**src/sram_port_pkg.sv**
```systemverilog
/*
  constants and types shared by the burst sram control front end
  assumes one 40 MHz clock and a memory array outside this block
*/
package sram_port_pkg;
  // ----------------------------------------------------------------
  // widths
  // ----------------------------------------------------------------
  localparam int ADDR_W     = 17;  // 128 K word locations
  localparam int BURST_W    = 2;   // two-bit burst counter
  localparam int HI_W       = ADDR_W - BURST_W;
  localparam int LANES      = 4;   // byte lanes a..d
  localparam int LANE_W     = 9;   // eight data bits plus parity
  localparam int DATA_W     = LANES * LANE_W;
  localparam int CLOCK_NS   = 25;  // 40 MHz period

  // ----------------------------------------------------------------
  // reset values
  // ----------------------------------------------------------------
  localparam logic              ORDER_RESET = 1'h1;  // interleaved until strap is read
  localparam logic [BURST_W-1:0] STEP_RESET = 2'h0;
  localparam logic [BURST_W-1:0] STEP_ONE   = 2'h1;
  localparam logic [ADDR_W-1:0] ADDR_RESET  = 17'h00000;
  localparam logic [DATA_W-1:0] DATA_RESET  = 36'h000000000;
  localparam logic [LANES-1:0]  LANES_IDLE  = 4'hf;   // active low, none selected
  localparam logic [LANES-1:0]  LANES_OFF   = 4'h0;   // active high, none enabled

  // ----------------------------------------------------------------
  // command held in the address stage and phase of the data stage
  // ----------------------------------------------------------------
  typedef enum logic [1:0] {
    CMD_DESEL = 2'h0,
    CMD_READ  = 2'h1,
    CMD_WRITE = 2'h3
  } cmd_t;

  typedef enum logic [1:0] {
    PH_IDLE  = 2'h0,
    PH_READ  = 2'h1,
    PH_WRITE = 2'h3
  } phase_t;
endpackage

```
**src/burst_if.sv**
```systemverilog
/*
  carrier between the control front end and its burst sequencer
  assumes both ends run on the same clock
*/
`timescale 1ns/1ps
interface burst_if;
  import sram_port_pkg::*;
  logic               load;     // take a new start offset
  logic               advance;  // step the burst
  logic [BURST_W-1:0] start;    // low address bits at load
  logic               linear;   // high for linear order
  logic [BURST_W-1:0] low;      // current low address bits

  modport ctrl (output load, output advance, output start, output linear, input low);
  modport seq  (input load, input advance, input start, input linear, output low);
endinterface

```
**src/sram_port.sv**
```systemverilog
/*
  synchronous control and address front end of a 128 K word pipelined burst sram
  assumes the array sits outside, takes mem_addr, mem_write_en, mem_byte_en and
  mem_wdata, and returns mem_rdata for mem_addr within the same cycle
*/
//
// Overview of operation
// - address sampled on edge selects word
// - low two address bits load burst counter
// - byte selects act only with write enable
// - write enable low starts a write
// - advance high steps the burst counter
// - advance low loads a new address
// - edges count only with clock qualify low
// - selected only when enables read 0-1-0
// - output enable low lets data pins drive
// - no drive in write, deselect, first cycle
// - qualify high freezes state, keeps selection
// - strap low linear, high interleaved order
// - write data captured on rising edge
`timescale 1ns/1ps
module sram_port
  import sram_port_pkg::*;
(
  input  wire logic              clock,
  input  wire logic              rst,
  input  wire logic [ADDR_W-1:0] addr_in,
  input  wire logic              advance_or_load,
  input  wire logic              clock_qualify_n,
  input  wire logic              write_enable_n,
  input  wire logic [LANES-1:0]  byte_lane_write_n,
  input  wire logic              select_a_n,
  input  wire logic              select_b,
  input  wire logic              select_c_n,
  input  wire logic              output_enable_n,
  input  wire logic              burst_order,
  input  wire logic [DATA_W-1:0] dq_in,
  input  wire logic [DATA_W-1:0] mem_rdata,
  output logic      [DATA_W-1:0] dq_out,
  output logic                   dq_oe_n,
  output logic      [ADDR_W-1:0] mem_addr,
  output logic                   mem_write_en,
  output logic      [LANES-1:0]  mem_byte_en,
  output logic      [DATA_W-1:0] mem_wdata
);
  // ----------------------------------------------------------------
  // state
  // ----------------------------------------------------------------
  typedef struct packed {
    cmd_t              cmd;       // command held in the address stage
    logic [HI_W-1:0]   base_hi;   // upper address bits of the access
    logic [LANES-1:0]  lanes_n;   // byte selects sampled last edge
    logic              was_sel;   // selected in the cycle before
    phase_t            phase;     // data stage
    logic              read_ok;   // read not first after deselect
    logic              order;     // burst order strap copy
    logic              drive;     // internal permit to drive pins
    logic [DATA_W-1:0] dq_out;    // read data register
    logic [ADDR_W-1:0] mem_addr;  // word address to the array
    logic              wr_en;     // one-cycle write strobe
    logic [LANES-1:0]  byte_en;   // lanes written
    logic [DATA_W-1:0] wdata;     // write data register
  } port_state_t;

  port_state_t port_reg;   // registered state
  port_state_t port_next;  // next state
  logic        qual;       // a recognised clock edge
  logic        selected;   // chip enables decode to selected
  burst_if     bi ();      // link to the burst sequencer

  assign qual     = !clock_qualify_n;
  assign selected = !select_a_n && select_b && !select_c_n;

  // ----------------------------------------------------------------
  // burst sequencer
  // ----------------------------------------------------------------
  // load on advance low
  assign bi.load    = qual && !advance_or_load;
  assign bi.advance = qual && advance_or_load;
  assign bi.start   = addr_in[BURST_W-1:0];
  assign bi.linear  = !port_reg.order;

  burst_seq u_seq (
    .clock (clock),
    .rst   (rst),
    .bus   (bi.seq)
  );

  // next state; nothing moves without a qualified edge, so a held
  // clock qualify stretches the cycle instead of deselecting
  always_comb
  begin
    port_next       = port_reg;
    // the write strobe is a pulse so a frozen cycle cannot write twice
    port_next.wr_en = 1'h0;
    if (qual)
    begin
      port_next.order   = burst_order;
      port_next.lanes_n = byte_lane_write_n;
      // data stage: follows the address stage by one edge
      unique case (port_reg.cmd)
        CMD_WRITE:
        begin
          port_next.phase    = PH_WRITE;
          port_next.mem_addr = {port_reg.base_hi, bi.low};
          port_next.wr_en    = 1'h1;
          port_next.byte_en  = ~port_reg.lanes_n;
          port_next.wdata    = dq_in;
        end
        CMD_READ:
        begin
          port_next.phase    = PH_READ;
          port_next.mem_addr = {port_reg.base_hi, bi.low};
        end
        CMD_DESEL:
        begin
          port_next.phase    = PH_IDLE;
        end
        // the unused code behaves as deselect, so nothing is written or driven
        default:
        begin
          port_next.phase    = PH_IDLE;
        end
      endcase
      port_next.read_ok = port_reg.was_sel;
      port_next.drive   = (port_reg.phase == PH_READ) && port_reg.read_ok;
      if (port_reg.phase == PH_READ)
        port_next.dq_out = mem_rdata;
      port_next.was_sel = (port_reg.cmd != CMD_DESEL);
      // address stage: a load takes a fresh command, an advance keeps it
      if (!advance_or_load)
      begin
        if (!selected)
          port_next.cmd = CMD_DESEL;
        else if (!write_enable_n)
          port_next.cmd = CMD_WRITE;
        else
          port_next.cmd = CMD_READ;
        port_next.base_hi = addr_in[ADDR_W-1:BURST_W];
      end
    end
  end

  always_ff @(posedge clock or posedge rst)
  begin
    if (rst)
      port_reg <= '{cmd: CMD_DESEL, base_hi: '0, lanes_n: LANES_IDLE, was_sel: 1'h0,
                    phase: PH_IDLE, read_ok: 1'h0, order: ORDER_RESET, drive: 1'h0,
                    dq_out: DATA_RESET, mem_addr: ADDR_RESET, wr_en: 1'h0,
                    byte_en: LANES_OFF, wdata: DATA_RESET};
    else
      port_reg <= port_next;
  end

  // ----------------------------------------------------------------
  // outputs
  // ----------------------------------------------------------------
  assign dq_out       = port_reg.dq_out;
  assign dq_oe_n      = output_enable_n || !port_reg.drive;
  assign mem_addr     = port_reg.mem_addr;
  assign mem_write_en = port_reg.wr_en;
  assign mem_byte_en  = port_reg.byte_en;
  assign mem_wdata    = port_reg.wdata;
endmodule

```
**src/burst_seq.sv**
```systemverilog
/*
  two-bit burst sequencer: linear or interleaved order inside a four word group
  assumes load and advance are already qualified by the clock enable
*/
`timescale 1ns/1ps
module burst_seq
  import sram_port_pkg::*;
(
  input wire logic clock,
  input wire logic rst,
  burst_if.seq     bus
);
  // ----------------------------------------------------------------
  // state
  // ----------------------------------------------------------------
  typedef struct packed {
    logic [BURST_W-1:0] start;  // offset loaded with the address
    logic [BURST_W-1:0] step;   // words taken since the load
  } seq_state_t;

  seq_state_t seq_reg;   // registered state
  seq_state_t seq_next;  // next state

  // next state: load wins over advance, step wraps in two bits
  always_comb
  begin
    seq_next = seq_reg;
    if (bus.load)
    begin
      seq_next.start = bus.start;
      seq_next.step  = STEP_RESET;
    end
    else if (bus.advance)
    begin
      seq_next.step = seq_reg.step + STEP_ONE;
    end
  end

  always_ff @(posedge clock or posedge rst)
  begin
    if (rst)
      seq_reg <= '{start: STEP_RESET, step: STEP_RESET};
    else
      seq_reg <= seq_next;
  end

  assign bus.low = bus.linear ? seq_reg.start + seq_reg.step : seq_reg.start ^ seq_reg.step;
endmodule

```
**config.mk**
```make
export PLATFORM = sky130hd
export DESIGN_NAME = sram_port
export DESIGN_NICKNAME = d
export VERILOG_FILES = /design/src/sram_port_pkg.sv /design/src/burst_if.sv /design/src/sram_port.sv /design/src/burst_seq.sv
export SDC_FILE = /design/constraint.sdc
export NUM_CORES = 1
export LEC_CHECK = 0
export ABC_AREA = 1
export BUFFER_PORTS_ARGS = -buffer_cell sky130_fd_sc_hd__buf_2
export CAP_MARGIN = 10
export CORE_UTILIZATION = 41
export DETAILED_ROUTE_END_ITERATION = 7
export GPL_ROUTABILITY_DRIVEN = 0
export PLACE_DENSITY = 0.67
export SLEW_MARGIN = 20
export SYNTH_ARGS = -nofsm -noshare
export SYNTH_HDL_FRONTEND = slang
export SYNTH_HIERARCHICAL = 1
export SYNTH_SLANG_ARGS = --single-unit
```
**constraint.sdc**
```tcl
create_clock -name clock -period 5.1 [get_ports clock]
set_clock_uncertainty 0.15 [all_clocks]
set_input_delay 1.275 -clock clock [delete_from_list [all_inputs] [get_ports clock]]
set_output_delay 1.275 -clock clock [all_outputs]
set_load 0.02 [all_outputs]
```
=== After elaboration in Yosys (flattened, before gate mapping) ===
Index checks and enable logic that the tools add are counted.

* Equality and inequality tests: 3
* Add/subtract/negate cells: 2
* Multiplexer cells: 8
* Bitwise logic cells: 4
* Reductions and logical operators: 18

{| class="wikitable"
|+ Operator list
! kind !! number
|-
| 41-bit two-way mux || 2
|-
| 2-bit two-way mux || 5
|-
| 2-bit AND reduction || 4
|-
| 1-bit logical AND || 5
|-
| 1-bit logical NOT || 5
|-
| 2-bit by 1-bit == test with 1-bit output, second input constant || 2
|-
| 4-bit inverter || 1
|-
| 2-bit case mux with 2 select lines || 1
|-
| 2-bit nonzero test || 2
|-
| 2-bit by 1-bit adder with 2-bit output, second input constant || 1
|-
| 2-bit adder || 1
|-
| 2-bit == test, second input constant || 1
|-
| 1-bit inverter || 2
|-
| 2-bit OR reduction || 1
|-
| 2-bit XOR || 1
|-
| 1-bit logical OR || 1
|}

* Output and inout port bits: 95
* Register bits: 125
* Word-level logic and storage cells: 50
* Bits of input ports: 103

=== Depth between registers and ports, before layout ===
* Word-level depth: 4
* Gate-level depth with buffers: 8
* Gate-level depth less buffers: 8

=== By module ===
The synthesis kept the hierarchy.

{| class="wikitable"
|+ By module, submodules not included
! module !! instances !! cells each !! area each (um^2) !! seq. area each (um^2)
|-
| sram_port || 1 || 590 || 5335.1 || 3034.2
|-
| burst_seq || 1 || 31 || 224.0 || 100.1
|}

=== Least setup slack after synthesis ===
No wires, ideal clock.

* Path type: input to output
* Start point: in output_enable_n
* End point: out dq_oe_n
* Buffers on the path: 0
* Stages on the path: 2
* Data required time: 3.675 ns
* Arrival: 1.441 ns
* Slack: 2.234 ns
* Cell sequence: inv_1 -> nand2_1

* Longest elaborated chain between the ends: 1

{| class="wikitable"
|+ RTL lines
! item !! line !! source
|-
| from (decl) || sram_port.sv:35 || <nowiki>input wire logic output_enable_n,</nowiki>
|-
| 1-bit logical OR || sram_port.sv:159 || <nowiki>assign dq_oe_n = output_enable_n || !port_reg.drive;</nowiki>
|-
| to (decl) || sram_port.sv:40 || <nowiki>output logic dq_oe_n,</nowiki>
|}

Every way passes these cells.

=== Final worst setup path ===
Same ends and word-level chain as after synthesis.

==> flow_summary_export.csv <==
group,metric,value,unit
worst_setup_path,r2r_slack,3.28,ns
worst_setup_path,worstPathRequired,3.67,ns
layout,final_cells,911,
run,max_cap_violations,0,
grt,grt_pass1_wl,18.0,mm
yosys,synthArstFlopShare,100,%
route,routed-via-count,3898,
hold_path,min_from,"port_reg[100]$_DFFE_PP1N_",
grt,first_global_vias,3731,
yosys,syn_area,0.00556,mm^2
clock_network,insertion_delay,0.41,ns
yosys,ys_seq_area_share,56.4,%
route,wl_per_cell,11.8,um
clock_network,cts.clk_slew.worst_paths,0.05,ns
clock_network,clockRootBuffer,"clkbuf_16",
worst_setup_path,arrival,1.60,ns
route,route.detailed.drc,0,
worst_setup_path,worstSetupStartpoint,"output_enable_n",
worst_setup_path,crit_chain,"buf_2 -> inv_1 -> nand2_1 -> buf_2",
worst_setup_path,crit_slowest_cell,"buf_2",
place,place_inst,879,
clock_network,cts_max_path_buffers,2,
worst_setup_path,cp_max_fo,1,
timing,period_share,59.4,%
worst_setup_path,r2r-start,"port_reg[119]$_DFFE_PP0P_",
run_status,status,"finished, final reports clean",
grt,grt_max_degree,74,
worst_setup_path,crit_type,"input pin to output port",
timing,worst_pin_slew,0.702,ns
clock_network,cts.sinks,125,
route,post_drt_via_cell_ratio,4.28,
yosys,syn-mean-instance-area,8.95,um^2
timing,rsz0062_at_grt,"no",
grt,grt_antenna_before_repair,0,
clock_network,cts_hold_buf,0,
worst_setup_path,path_delay_family,"buffers and inverters",
die,die_h,118,um
die,die_w,118,um
clock_network,post-cts-setup-buffers,0,
yosys,postSynthCellCount,621,
hold_path,min_path_type,"flop to flop",
yosys,ys_seq_elements,125,
worst_setup_path,cp-start-kind,"input pin",
yosys,yosys_warnings,6,
hold_path,whs_path_depth,2,
worst_setup_path,path_depth,4,
clock_network,cts-htree-levels,4,
route,dr.pass1.iters,4,
route,ant_nets,0,
worst_setup_path,crit_buf_inv,3,
route,drt-initial-drc-count,199,
worst_setup_path,endpoint_kind,"output port",
yosys,ys_types,23,
layout,fin_nets,826,
timing,fmax,330,MHz
layout,syn_to_final_growth,18.5,%
layout,drive_gt1_share,33.2,%
timing,slew_violations,0,
yosys,synth_edf_count,0,
die,coreArea,0.0132,mm^2
clock_network,cts_buffers,17,
die,rows,42,
place,place_hpwl,7.13,mm
timing,setup_tns,0,ns
timing,period_needed,3.03,ns
die,initial_core_util,42.0,%
place,port_buffers,197,
yosys,syn_nets,725,
worst_setup_path,worst-r2r-cell-count,4,
clock_network,cts_tree,"yes",
timing,setup_viol,0,
route,wirelength,10.7,mm
grt,gr-usage-all-layers,16.4,%
power_and_ir_drop,ir_drop,0.000202,V
worst_setup_path,max_stage_delay,0.15,ns
worst_setup_path,cp_common_cell,"buf_2",
power_and_ir_drop,power_density,503,mW/mm^2
layout,num_antenna_cells,0,
grt,grt_overflow,0,
die,io_pins,198,
die,dieArea,0.0140,mm^2
clock_network,post_cts_resized,0,
power_and_ir_drop,power,0.00332,W
timing,finalHoldViolations,0,
yosys,synthFlopType,"dfrtp_1",
power_and_ir_drop,power.leakage,3.82,nW
timing,max_slew_margin,53.1,%
final timing paths:
check | endpoint
max in group asynchronous | port_reg[95]$_DFFE_PP1N_
worst max register to register | mem_wdata[15]$_DFFE_PP0P_
worst min register to register | port_reg[100]$_DFFE_PP1N_
worst min-delay path | port_reg[100]$_DFFE_PP1N_
worst max-delay path | dq_oe_n
min in group asynchronous | u_seq/seq_reg[2]$_DFFE_PP0P_
logic make-up (layout without fill, tap and decap cells):
kind of cell	after synthesis	after routing	synth area share (%)
AOI/OAI and AO/OA	78	78	7.07
adders and majority gates	1	1	0.225
buffers and inverters	185	299	19.7
DFF	125	125	56.4
and+or+nand+nor	232	232	16.6
where the power goes:
part	switching (W)	internal, W	total, W
logic	0.000475	0.000252	0.000726
registers	0.000107	0.00121	0.00132
clock network	0.000442	0.000830	0.00127
layout by cell type (no fill, tap or decap), drive strengths merged:
master / n
clkinv: 3
nand4: 1
nand3: 9
dfrtp: 120
nand2: 218
buf: 198
inv: 70
ha: 1
clkinvlp: 6
bufinv: 4
dfstp: 5
nor2: 4
o21a: 1
o21ai: 75
clkbuf: 18
a21oi: 2
area by class of cell:
type	instances	area (um^2)
Fill cell	1311	6650
Sequential cell	125	3130
Multi-Input combinational cell	311	1330
Timing Repair Buffer	198	1010
Clock buffer	18	439
Inverter	69	269
Tap cell	176	220
Clock inverter	14	193
routing by layer:
| metal | vias to the layer above | global-route usage, % | share of wire (%) |
|---|---|---|---|
| met5 | - | 0 | 0 |
| met4 | 0 | 5.93 | 0.78 |
| met2 | 122 | 26.2 | 48 |
| met3 | 6 | 5.98 | 6.0 |
| li1 | 2005 | - | - |
| met1 | 1765 | 20.4 | 45 |
worst reg2reg max path: stages, from the launching register on:
cell and delay, ns:
dfrtp_1 0.45, nand3_4 0.44, inv_4 0.53, nand2_1 0.11, nand2_1 0.08
Yosys cell counts (2+ instances only):
master	count	area share, %
o21ai_0	64	5.8
o21ai_1	11	0.99
buf_4	94	13
buf_6	3	0.61
clkbuf_1	3	0.20
nor2_1	3	0.20
buf_2	14	1.3
inv_1	66	4.5
nand2_2	2	0.23
a21oi_1	2	0.18
nand3_4	2	0.63
dfstp_2	5	2.4
clkbuf_2	2	0.18
nand3_1	7	0.63
nand2_1	216	15
dfrtp_1	120	54
through the flow:
| stage | hold WS [ns] | utilization (%) | cell area, um^2 | setup slack, ns |
|---|---|---|---|---|
| after detailed placement | 0.300 | 45.0 | 5960 | 2.04 |
| after CTS | 0.309 | 49.8 | 6590 | 2.08 |
| after global placement | 0.296 | 45.0 | 5960 | 2.08 |
| final | 0.307 | 49.8 | 6590 | 2.07 |
| after global routing | 0.336 | 49.8 | 6590 | 2.06 |
| after floorplan | 0.287 | - | 5560 | 0.469 |
Power figures use the tool's default switching activity.
